<file path="src/hw/light_cfg_pkg.sv">
// Constants of the light sensor operation-control block: field layout,
// reset values and conversion timing at the 250 MHz core clock.
// Assumes a register port that presents one decoded access per cycle.
//
// Functional notes
// - 16-bit control word at 01h, resets C810h.
// - Control write aborts a running conversion immediately.
// - New conversion starts if written mode asks.
// - Bits 15-12 pick range, exponent coding.
// - Range code 1100b means automatic range selection.
// - Bit 11: 0 is 100 ms, 1 is 800 ms.
// - Short conversions lose resolution on low ranges.
// - Result coding unchanged by conversion length.
// - Bits 10-9: off, single-shot, continuous, continuous.
// - Single-shot reads 01b, then clears to 00b.
// - Entering shutdown keeps the flags unchanged.
// - Flag bits 8-5 read-only, reset to zero.
// - Done flag sets at end, clears on a read or on a write that starts a conversion.
// - Auto overflow raises range, restarts, flags at top.
// - Limit flags need 1, 2, 4 or 8 consecutive exceeding results, by persist_count.
package light_cfg_pkg;

    // ------------------------------------------------------------------
    // Register map and field layout
    // ------------------------------------------------------------------
    localparam logic [7:0]  CFG_ADDR      = 8'h01;
    localparam logic [15:0] CFG_RESET     = 16'hc810;
    localparam int          RN_LSB        = 12;
    localparam int          CT_BIT        = 11;
    localparam int          MODE_LSB      = 9;
    localparam int          OVF_BIT       = 8;
    localparam int          CRF_BIT       = 7;
    localparam int          FH_BIT        = 6;
    localparam int          FL_BIT        = 5;
    localparam int          LATCH_BIT     = 4;
    localparam int          POL_BIT       = 3;
    localparam int          ME_BIT        = 2;
    localparam int          FC_LSB        = 0;

    // ------------------------------------------------------------------
    // Field codes and reset values
    // ------------------------------------------------------------------
    localparam logic [3:0]  RANGE_RESET   = 4'hc;
    localparam logic [3:0]  RANGE_AUTO    = 4'hc;
    localparam logic [3:0]  RANGE_MAX     = 4'hb;
    localparam logic [3:0]  RANGE_HALF    = 4'h5;
    localparam logic        CT_RESET      = 1'b1;
    localparam logic [1:0]  MODE_OFF      = 2'h0;
    localparam logic [1:0]  MODE_SINGLE   = 2'h1;
    localparam logic        LATCH_RESET   = 1'b1;

    // ------------------------------------------------------------------
    // Conversion timing
    // ------------------------------------------------------------------
    localparam int unsigned CLK_KHZ       = 250000;
    localparam int unsigned CONV_SHORT_MS = 100;
    localparam int unsigned CONV_LONG_MS  = 800;
    localparam int unsigned CONV_SHORT_CYC = CONV_SHORT_MS * CLK_KHZ;
    localparam int unsigned CONV_LONG_CYC  = CONV_LONG_MS * CLK_KHZ;
    localparam int          CNT_W         = 28;

endpackage

</file>
<file path="src/hw/fault_persist.sv">
// Consecutive-result filter for one limit comparison.
// Assumes meas_end is a one-cycle pulse at each finished conversion.
`timescale 1ns/1ps
`default_nettype none
module fault_persist
    import light_cfg_pkg::*;
(
    // Clock and reset
    input  wire logic       core_clk,
    input  wire logic       sys_rst,
    // Measurement stream
    input  wire logic       meas_end,
    input  wire logic       exceed,
    input  wire logic [1:0] persist_count,
    // Result
    output logic            hit_r
);
    logic [3:0] run_r;
    logic [3:0] need;

    // Codes 0..3 ask for 1, 2, 4 and 8 consecutive results.
    assign need = 4'h1 << persist_count;

    // ------------------------------------------------------------------
    // Run length and flag
    // ------------------------------------------------------------------
    always_ff @(posedge core_clk or posedge sys_rst) begin
        if (sys_rst) begin
            run_r <= 4'h0;
            hit_r <= 1'b0;
        end else if (meas_end) begin
            if (!exceed) begin
                run_r <= 4'h0;
                hit_r <= 1'b0;
            end else begin
                if (run_r < need) begin
                    run_r <= run_r + 4'h1;
                end
                hit_r <= (run_r + 4'h1 >= need);
            end
        end
    end

endmodule
`default_nettype wire

</file>
<file path="src/hw/light_cfg_ctrl.sv">
// Operation-control block of the light sensor: control word, conversion
// sequencing, automatic ranging and the status flags.
// Assumes the serial front end decodes one register access per cycle and
// that limit comparison results are valid when a conversion ends.
`timescale 1ns/1ps
`default_nettype none
module light_cfg_ctrl
    import light_cfg_pkg::*;
#(
    parameter int unsigned SHORT_CYC = CONV_SHORT_CYC,
    parameter int unsigned LONG_CYC  = CONV_LONG_CYC
)(
    // Clock and reset
    input  wire logic        core_clk,
    input  wire logic        sys_rst,
    // Register access from the serial front end
    input  wire logic [7:0]  reg_addr,
    input  wire logic        reg_wr,
    input  wire logic        reg_rd,
    input  wire logic [15:0] reg_wdata,
    output logic      [15:0] reg_rdata_r,
    // Converter front end
    input  wire logic        adc_overload,
    input  wire logic        above_limit_in,
    input  wire logic        below_limit_in,
    // Conversion status
    output logic             conv_busy_r,
    output logic             conv_end_r,
    output logic      [3:0]  conv_range_r,
    output logic      [3:0]  result_exp_r,
    output logic      [1:0]  res_loss_r,
    // Side settings for the interrupt logic
    output logic             latch_mode_r,
    output logic             irq_polarity_r
);

    typedef enum logic {st_off, st_conv} conv_state_e;

    conv_state_e      state_r;
    logic [3:0]       range_select_r;
    logic             conv_length_sel_r;
    logic [1:0]       mode_r;
    logic             exponent_hide_r;
    logic [1:0]       persist_count_r;
    logic             overrange_flag_r;
    logic             conv_done_flag_r;
    logic [CNT_W-1:0] cnt_r;
    logic             ovl_seen_r;
    logic             ovl_meta_r;
    logic             ovl_sync_r;
    logic             above_limit_flag;
    logic             below_limit_flag;
    logic             wr_cfg;
    logic             rd_cfg;
    logic             auto_mode;
    logic             bump;
    logic             conv_end;
    logic [CNT_W-1:0] conv_last;
    logic [15:0]      cfg_word;

    // ------------------------------------------------------------------
    // Decode
    // ------------------------------------------------------------------
    assign wr_cfg    = reg_wr && (reg_addr == CFG_ADDR);
    assign rd_cfg    = reg_rd && (reg_addr == CFG_ADDR);
    // Reserved codes above auto are treated as auto so ranging stays sane.
    assign auto_mode = (range_select_r >= RANGE_AUTO);
    assign conv_last = conv_length_sel_r ? CNT_W'(LONG_CYC - 1)
                                         : CNT_W'(SHORT_CYC - 1);
    assign bump      = (state_r == st_conv) && !wr_cfg && auto_mode
                       && ovl_sync_r && (conv_range_r < RANGE_MAX);
    assign conv_end  = (state_r == st_conv) && !wr_cfg && !bump
                       && (cnt_r == conv_last);

    always_comb begin
        cfg_word                        = 16'h0000;
        cfg_word[RN_LSB +: 4]           = range_select_r;
        cfg_word[CT_BIT]                = conv_length_sel_r;
        cfg_word[MODE_LSB +: 2]         = mode_r;
        cfg_word[OVF_BIT]               = overrange_flag_r;
        cfg_word[CRF_BIT]               = conv_done_flag_r;
        cfg_word[FH_BIT]                = above_limit_flag;
        cfg_word[FL_BIT]                = below_limit_flag;
        cfg_word[LATCH_BIT]             = latch_mode_r;
        cfg_word[POL_BIT]               = irq_polarity_r;
        cfg_word[ME_BIT]                = exponent_hide_r;
        cfg_word[FC_LSB +: 2]           = persist_count_r;
    end

    // ------------------------------------------------------------------
    // Overload input synchroniser
    // ------------------------------------------------------------------
    always_ff @(posedge core_clk or posedge sys_rst) begin
        if (sys_rst) begin
            ovl_meta_r <= 1'b0;
            ovl_sync_r <= 1'b0;
        end else begin
            ovl_meta_r <= adc_overload;
            ovl_sync_r <= ovl_meta_r;
        end
    end

    // ------------------------------------------------------------------
    // Writable fields
    // ------------------------------------------------------------------
    always_ff @(posedge core_clk or posedge sys_rst) begin
        if (sys_rst) begin
            range_select_r    <= RANGE_RESET;
            conv_length_sel_r <= CT_RESET;
            latch_mode_r      <= LATCH_RESET;
            irq_polarity_r    <= 1'b0;
            exponent_hide_r   <= 1'b0;
            persist_count_r   <= 2'h0;
        end else if (wr_cfg) begin
            range_select_r    <= reg_wdata[RN_LSB +: 4];
            conv_length_sel_r <= reg_wdata[CT_BIT];
            latch_mode_r      <= reg_wdata[LATCH_BIT];
            irq_polarity_r    <= reg_wdata[POL_BIT];
            exponent_hide_r   <= reg_wdata[ME_BIT];
            persist_count_r   <= reg_wdata[FC_LSB +: 2];
        end
    end

    // Mode field: a write wins; a finished single shot returns it to off.
    always_ff @(posedge core_clk or posedge sys_rst) begin
        if (sys_rst) begin
            mode_r <= MODE_OFF;
        end else if (wr_cfg) begin
            mode_r <= reg_wdata[MODE_LSB +: 2];
        end else if (conv_end && (mode_r == MODE_SINGLE)) begin
            mode_r <= MODE_OFF;
        end
    end

    // ------------------------------------------------------------------
    // Conversion sequencer
    // ------------------------------------------------------------------
    always_ff @(posedge core_clk or posedge sys_rst) begin
        if (sys_rst) begin
            state_r     <= st_off;
            conv_busy_r <= 1'b0;
            cnt_r       <= '0;
        end else if (wr_cfg) begin
            // Any control write restarts timing from zero, aborting a running one.
            cnt_r <= '0;
            if (reg_wdata[MODE_LSB +: 2] != MODE_OFF) begin
                state_r     <= st_conv;
                conv_busy_r <= 1'b1;
            end else begin
                state_r     <= st_off;
                conv_busy_r <= 1'b0;
            end
        end else begin
            unique case (state_r)
                st_off: begin
                    cnt_r <= '0;
                end
                st_conv: begin
                    if (bump || conv_end) begin
                        cnt_r <= '0;
                    end else begin
                        cnt_r <= cnt_r + CNT_W'(1);
                    end
                    if (conv_end && (mode_r == MODE_SINGLE)) begin
                        state_r     <= st_off;
                        conv_busy_r <= 1'b0;
                    end
                end
            endcase
        end
    end

    // Working range: manual code when programmed, else the auto search.
    always_ff @(posedge core_clk or posedge sys_rst) begin
        if (sys_rst) begin
            conv_range_r <= 4'h0;
        end else if (wr_cfg && (reg_wdata[RN_LSB +: 4] < RANGE_AUTO)) begin
            conv_range_r <= reg_wdata[RN_LSB +: 4];
        end else if (bump) begin
            conv_range_r <= conv_range_r + 4'h1;
        end
    end

    // ------------------------------------------------------------------
    // Status flags
    // ------------------------------------------------------------------
    always_ff @(posedge core_clk or posedge sys_rst) begin
        if (sys_rst) begin
            ovl_seen_r       <= 1'b0;
            overrange_flag_r <= 1'b0;
        end else begin
            if (wr_cfg || conv_end || bump) begin
                ovl_seen_r <= 1'b0;
            end else if ((state_r == st_conv) && ovl_sync_r) begin
                ovl_seen_r <= 1'b1;
            end
            if (conv_end) begin
                // Only set after ranging has settled, once per measurement.
                overrange_flag_r <= ovl_seen_r || ovl_sync_r;
            end
        end
    end

    // The end of a conversion beats a clearing read in the same cycle; a control write in that cycle suppresses the end.
    always_ff @(posedge core_clk or posedge sys_rst) begin
        if (sys_rst) begin
            conv_done_flag_r <= 1'b0;
            conv_end_r       <= 1'b0;
        end else begin
            conv_end_r <= conv_end;
            if (conv_end) begin
                conv_done_flag_r <= 1'b1;
            end else if (rd_cfg
                         || (wr_cfg && (reg_wdata[MODE_LSB +: 2] != MODE_OFF))) begin
                conv_done_flag_r <= 1'b0;
            end
        end
    end

    fault_persist u_above (
        .core_clk      (core_clk),
        .sys_rst       (sys_rst),
        .meas_end      (conv_end),
        .exceed        (above_limit_in),
        .persist_count (persist_count_r),
        .hit_r         (above_limit_flag)
    );

    fault_persist u_below (
        .core_clk      (core_clk),
        .sys_rst       (sys_rst),
        .meas_end      (conv_end),
        .exceed        (below_limit_in),
        .persist_count (persist_count_r),
        .hit_r         (below_limit_flag)
    );

    // ------------------------------------------------------------------
    // Read data and result side outputs
    // ------------------------------------------------------------------
    always_ff @(posedge core_clk or posedge sys_rst) begin
        if (sys_rst) begin
            reg_rdata_r <= 16'h0000;
        end else if (reg_rd) begin
            // Other addresses live outside this block and read as zero here.
            reg_rdata_r <= rd_cfg ? cfg_word : 16'h0000;
        end
    end

    always_ff @(posedge core_clk or posedge sys_rst) begin
        if (sys_rst) begin
            result_exp_r <= 4'h0;
            res_loss_r   <= 2'h0;
        end else begin
            // Exponent coding does not depend on conversion length.
            result_exp_r <= (exponent_hide_r && !auto_mode) ? 4'h0
                                                             : conv_range_r;
            if (conv_length_sel_r || (conv_range_r > RANGE_HALF)) begin
                res_loss_r <= 2'h0;
            end else if (conv_range_r == RANGE_HALF) begin
                res_loss_r <= 2'h1;
            end else if (conv_range_r == 4'h0) begin
                res_loss_r <= 2'h3;
            end else begin
                res_loss_r <= 2'h2;
            end
        end
    end
endmodule
`default_nettype wire

</file>
<file path="config.mk">
export PLATFORM = sky130hd
export DESIGN_NAME = light_cfg_ctrl
export DESIGN_NICKNAME = d
export VERILOG_FILES = /design/src/hw/light_cfg_pkg.sv /design/src/hw/fault_persist.sv /design/src/hw/light_cfg_ctrl.sv
export SDC_FILE = /design/constraint.sdc
export NUM_CORES = 1
export LEC_CHECK = 0
export ABC_AREA = 1
export BUFFER_PORTS_ARGS = -buffer_cell sky130_fd_sc_hd__buf_2
export CORE_UTILIZATION = 30
export DETAILED_ROUTE_END_ITERATION = 8
export HOLD_SLACK_MARGIN = 0.02
export PLACE_DENSITY = 0.56
export RECOVER_POWER = 50
export SKIP_CTS_REPAIR_TIMING = 1
export SYNTH_ARGS = -nofsm -noshare
export SYNTH_HDL_FRONTEND = slang
export SYNTH_HIERARCHICAL = 1
export SYNTH_SLANG_ARGS = --single-unit
</file>
<file path="constraint.sdc">
create_clock -name core_clk -period 4.6 [get_ports core_clk]
set_clock_uncertainty 0.15 [all_clocks]
set_input_delay 0.23 -clock core_clk [delete_from_list [all_inputs] [get_ports core_clk]]
set_output_delay 0.23 -clock core_clk [all_outputs]
set_load 0.02 [all_outputs]
</file>
; Word level (Yosys, flattened, before mapping)
; Cells that the tools add are included.
[word_totals]
out_inout_bits = 30
word_cells = 106
input_bits = 31
reg_bits = 84
[classes]
bitwise = 1
shift = 1
eq_ne = 6
n_lt_le_gt_ge = 8
muxes = 30
add_sub_neg = 4
n_reduce_logical = 32
[ops]
columns = op, count
row1 = $mux W28, 3
row2 = $pmux W28 S2, 1
row3 = $add A28 B1 Y28 const B, 1
row4 = $eq A28 B28 Y1, 1
row5 = $mux W4, 7
row6 = $mux W16, 1
row7 = $mux W1, 14
row8 = $logic_and A1 B1 Y1, 13
row9 = $add A4 B1 Y4 const B, 3
row10 = $reduce_bool A2 Y1, 6
row11 = $eq A8 B1 Y1 const B, 1
row12 = $ge A4 B4 Y1, 2
row13 = $lt A4 B4 Y1, 2
row14 = $lt A4 B4 Y1 const B, 2
row15 = $mux W2, 4
row16 = $logic_or A1 B1 Y1, 6
row17 = $reduce_and A2 Y1, 3
row18 = $eq A4 B3 Y1 const B, 1
row19 = $ge A4 B4 Y1 const B, 1
row20 = $gt A4 B3 Y1 const B, 1
row21 = $logic_not A4 Y1, 1
row22 = $ne A2 B1 Y1 const B, 2
row23 = $shl A1 B2 Y4 const A, 1
row24 = $logic_not A1 Y1, 3
row25 = other kinds (2), 2

; Depth between registers and ports, before layout
[logic_depth]
word_depth = 14
mapped_depth = 12
ltp_nobuf = 12

; Modules after synthesis
; The synthesis kept the hierarchy.
[by_module_without_submodules]
columns = mod, cells_each, seq_area_each_um2, n_inst, area_per_inst_um2
row1 = light_cfg_ctrl, 493, 1856.8, 1, 3973.8
row2 = fault_persist, 59, 125.1, 2, 457.9

; Least setup slack after synthesis
; No wires, ideal clock.
[synth_path]
path_kind = flip-flop to flip-flop
from = register conv_range_r[0]
to = register u_above.run_r[2]
synth_period_minus_slack_ps = 1825
arrival_ps = 1611
t_required_ps = 4385
setup_ps = 65
stages_incl_launch_ff = 10
slack_ps = 2775
path_buffers = 0
path_cell_list = dfrtp_1 > ha_1 > o21ai_1 > nand2_1 > nand3_2 > nor2_4 > nand2_1 > nor2_4 > nand2_1 > nand2_1
[synth_between]
elab_chain_cells = 6
[synth_rtl]
columns = item, line
row1 = start: declaration, light_cfg_ctrl.sv:29  ; output logic [3:0] conv_range_r,
row2 = start signal: assignment, light_cfg_ctrl.sv:178  ; conv_range_r <= reg_wdata[RN_LSB +: 4];
row3 = start signal: assignment, light_cfg_ctrl.sv:180  ; conv_range_r <= conv_range_r + 4'h1;
row4 = $lt A4 B4 Y1, light_cfg_ctrl.sv:71  ; && ovl_sync_r && (conv_range_r < RANGE_MAX);
row5 = $logic_and A1 B1 Y1, light_cfg_ctrl.sv:71
row6 = $logic_not A1 Y1, light_cfg_ctrl.sv:72  ; assign conv_end = (state_r == st_conv) && !wr_cfg && !bump
row7 = $logic_and A1 B1 Y1, light_cfg_ctrl.sv:72
row8 = $logic_and A1 B1 Y1, light_cfg_ctrl.sv:73  ; && (cnt_r == conv_last);
row9 = via conv_end, light_cfg_ctrl.sv:57  ; logic conv_end;
row10 = $reduce_and A2 Y1 (no source line), n/a
row11 = end signal: assignment, fault_persist.sv:37  ; run_r <= run_r + 4'h1;
row12 = end: declaration, fault_persist.sv:18  ; logic [3:0] run_r;
; The timed path passes the listed nets, and every way through them passes these cells.
; A chain may end at the register's enable or synchronous reset.

; Worst setup path in the final report
[layout_path]
from = register conv_length_sel_r
to = register cnt_r[2]
[layout_between]
elab_chain_cells = 7
[layout_rtl]
columns = item, line
row1 = start: declaration, light_cfg_ctrl.sv:41  ; logic conv_length_sel_r;
row2 = start signal: assignment, light_cfg_ctrl.sv:116  ; conv_length_sel_r <= reg_wdata[CT_BIT];
row3 = $mux W28, light_cfg_ctrl.sv:68  ; assign conv_last = conv_length_sel_r ? CNT_W'(LONG_CYC - 1)
row4 = $eq A28 B28 Y1, light_cfg_ctrl.sv:73
row5 = $logic_and A1 B1 Y1, light_cfg_ctrl.sv:73
row6 = $logic_or A1 B1 Y1, light_cfg_ctrl.sv:159  ; if (bump || conv_end) begin
row7 = $mux W28, light_cfg_ctrl.sv:159
row8 = $pmux W28 S2, light_cfg_ctrl.sv:154  ; unique case (state_r)
row9 = $mux W28, light_cfg_ctrl.sv:143  ; end else if (wr_cfg) begin
row10 = end signal: assignment, light_cfg_ctrl.sv:162  ; cnt_r <= cnt_r + CNT_W'(1);
row11 = end: declaration, light_cfg_ctrl.sv:47  ; logic [CNT_W-1:0] cnt_r;
; No other way between the ends.

==> run summary <==
Initial antenna violation count - 0
Largest family of logic cells by synthesized area - simple AND/OR/NAND/NOR gates
Most used routing layer - met2
Run status - complete, no violations
Post-synth EDFFs - 0
Max-Slew Margin vs Limit - 1.72%
Via count - 3,981
N_diodes - 0
Dpl hpwl - 8.06 mm
Via/cell ratio - 4.43
Fin crit share - 57.4%
Mean Syn Cell Area - 8.00 µm²
Synthesized Nets - 664
Max-slew violation count - 0
H-tree levels - 3
Compound-gate portion of the synthesized area - 7.63%
Synth Area in Adders - 5.63%
CP max FO - 22
Vias in the first global route - 3,876
PwrDens - 302 nW/µm²
CTS sink cnt - 84
Pin count of the biggest net entering global routing - 60
Synth Cell Area - 4890 µm²
Worst Hold Class - in2reg
Hold violation total from the final report - 0
Top cells by area in the synthesized netlist - dfrtp_1, nand2_1, inv_1
Worst Path Required - 4700 ps
Core area - 15,900 µm²
Primary FF master, synth - dfrtp_1
Max IR drop VDD - 0.000185 V
GPL Wtd Cong - 0.814
Routed wire length - 11.3 mm
Die Width - 130 µm
Fraction of registers with async set/reset - 100%
Kind of critical path - reg2reg
Worst Hold Launch - reg_wdata[10]
Int Power - 1.31 mW
Seq cells post-synth - 84
Detailed router's first-iteration violation count - 174
Area Overhead vs Synth - 17.2%
Initial Utilization - 30.8%
Comb pwr share - 8.6%
Register area share after synthesis - 43.1%
Die footprint - 16,800 µm²
Clk pin slew, worst setup/hold paths - 70 ps
Clock share of power - 46.0%
Nets - 730
Clk_lat worst skew - 350 ps
M1 GR Usage - 19.8%
Flop pwr share - 45.3%
Reg2reg setup slack - 1960 ps
GRT overflow - 0
CP startpoint - conv_length_sel_r$_DFFE_PP1N_
Xor-xnor portion of the synthesized cell area - 2.99%
Layout Cells excl Fill - 898
Row cnt - 46
Static Leak - 2.70 nW
Maximum buffer depth of the clock tree - 2
First-pass GRT wire length - 19.1 mm
Post-Syn Instances - 611
Post-DRT Antenna Nets - 0
Worst r2r src - conv_length_sel_r$_DFFE_PP1N_
Worst-Margin Slew - 1470 ps
Io pins - 61
Avg WL per Cell - 12.6 µm
Synth top area share - 40.9%
Mux cell area share after synthesis - 0%
Met2 usage - 23.4%
YS warnings - 6
Setup TNS - 0 ps
Synth area leader - dfrtp_1
RSZ-0062 raised after global routing - no
WP data arrival - 2740 ps
Drt first pass iters - 4
Sw Ratio - 24.3%
Layout cell share with drive strength beyond 1 - 15.2%
Synth Area in Simple Gates - 31.5%
Top achievable clock speed - 379 MHz
Die Height - 130 µm
DRC Markers - 0
Sw power - 0.420 mW
Gr usage total - 14.8%
CTS tree - yes
Number of distinct library cells after synthesis - 43
CP Launch Type - register
Tmin final - 2640 ps
IO Port Bufs - 56
Root Driver - clkbuf_16
TritonCTS buffer count - 9
Max-cap violations - 0
Critical Path Sink Type - register
# setup viols final - 0
DP Cell Count - 872
Grt met3 use - 3.63%
-- per-stage QoR --
stage / setup slack (ps) / hold WS [ps] / power [mW] / cell area (µm²) / util (%)
2_1_floorplan: 2350 / -141 / 0.900 / 4890 / -
3_3_place_gp: 2190 / 26.6 / 0.945 / 5360 / 33.7
3_5_place_dp: 2140 / 28.2 / 0.947 / 5360 / 33.7
4_1_cts: 2160 / -348 / 1.76 / 5680 / 35.8
5_1_grt: 1570 / 76.9 / 1.81 / 5730 / 36.1
6_report: 1960 / 40.7 / 1.73 / 5730 / 36.1
-- layer usage --
layer / routed length, µm / part of all wire, %
met4: 168 / 1.5
met5: 0 / 0
met3: 401 / 3.5
met2: 5330 / 47
met1: 5410 / 48
-- synth_stat cells (all sizes together) (2+ instances only) --
cell type and number:
dfrtp 80, a31oi 2, and3 2, xor2 10, or2 2, a21oi 14
nand4 10, o21ai 30, clkbuf 2, ha 22, a21boi 2, dfstp 4
buf 10, nand2 158, xnor2 5, nor3 22, nand3 35, nor2 86
inv 94, o22ai 10, o21bai 2
-- worst paths after layout --
check / end / cells after the start
min reg2reg: ovl_sync_r$_DFF_PP0_ / 0
max: cnt_r[2]$_DFF_PP0_ / 8
min: mode_r[1]$_DFFE_PP0P_ / 3
min in group asynchronous: u_above/run_r[0]$_DFFE_PP0P_ / 3
max reg2reg: cnt_r[2]$_DFF_PP0_ / 8
max in group asynchronous: ovl_meta_r$_DFF_PP0_ / 4
-- placed cells by master, fill, tap and decap left out, drive strengths merged, types with 2 or more instances in the layout --
master	n
nand2	158
inv	95
nor2	86
dfrtp	80
clkbuf	43
nand3	35
o21ai	30
buf	25
ha	22
nor3	22
a21oi	14
o22ai	10
xor2	10
dlygate4sd3	10
nand4	10
xnor2	5
dfstp	4
and3	2
a31oi	2
bufinv	2
or2	2
a21boi	2
o21bai	2
clkinv	2
-- critical path, cell delays in order, from the launching register on --
cell,delay (ps)
dfstp_1,970
nor2_1,110
nand2_1,90
nor2_1,40
nand2_1,70
nand2_1,60
nand2_2,100
nand4_2,600
nor3_1,350
-- power groups by stage --
stage / clock (mW) / sequential (mW) / combinational (mW)
finish: 0.796 / 0.784 / 0.149
global route: 0.855 / 0.787 / 0.172
CTS: 0.825 / 0.784 / 0.150
detailed placement: 0 / 0.797 / 0.149
global placement: 0 / 0.798 / 0.148
floorplan: 0 / 0.801 / 0.0983
-- area by class of cell --
| class | count | area (µm²) |
|---|---|---|
| Inverter | 95 | 358 |
| Tap cell | 216 | 270 |
| Sequential cell | 84 | 2110 |
| Clock buffer | 11 | 243 |
| Fill cell | 1725 | 10200 |
| Multi-Input combinational cell | 420 | 2320 |
| Timing Repair Buffer | 67 | 347 |
| Clock inverter | 5 | 82.6 |
-- flip-flops by register name, summed over array words and instances (netlist names), 2 cells and up --
register,flops
result_exp_r,4
persist_count_r,2
conv_range_r,4
range_select_r,4
reg_rdata_r,16
u_above/run_r,4
mode_r,2
u_below/run_r,4
res_loss_r,2
cnt_r,28
-- logic make-up after synthesis --
family	Yosys count
flip-flops	84
adder cells (fa/ha/maj)	22
AND/OR/NAND/NOR	317
buffers and inverters	107
XOR/XNOR	15
AO/OA/AOI/OAI	66
Power figures use the tool's default switching activity.
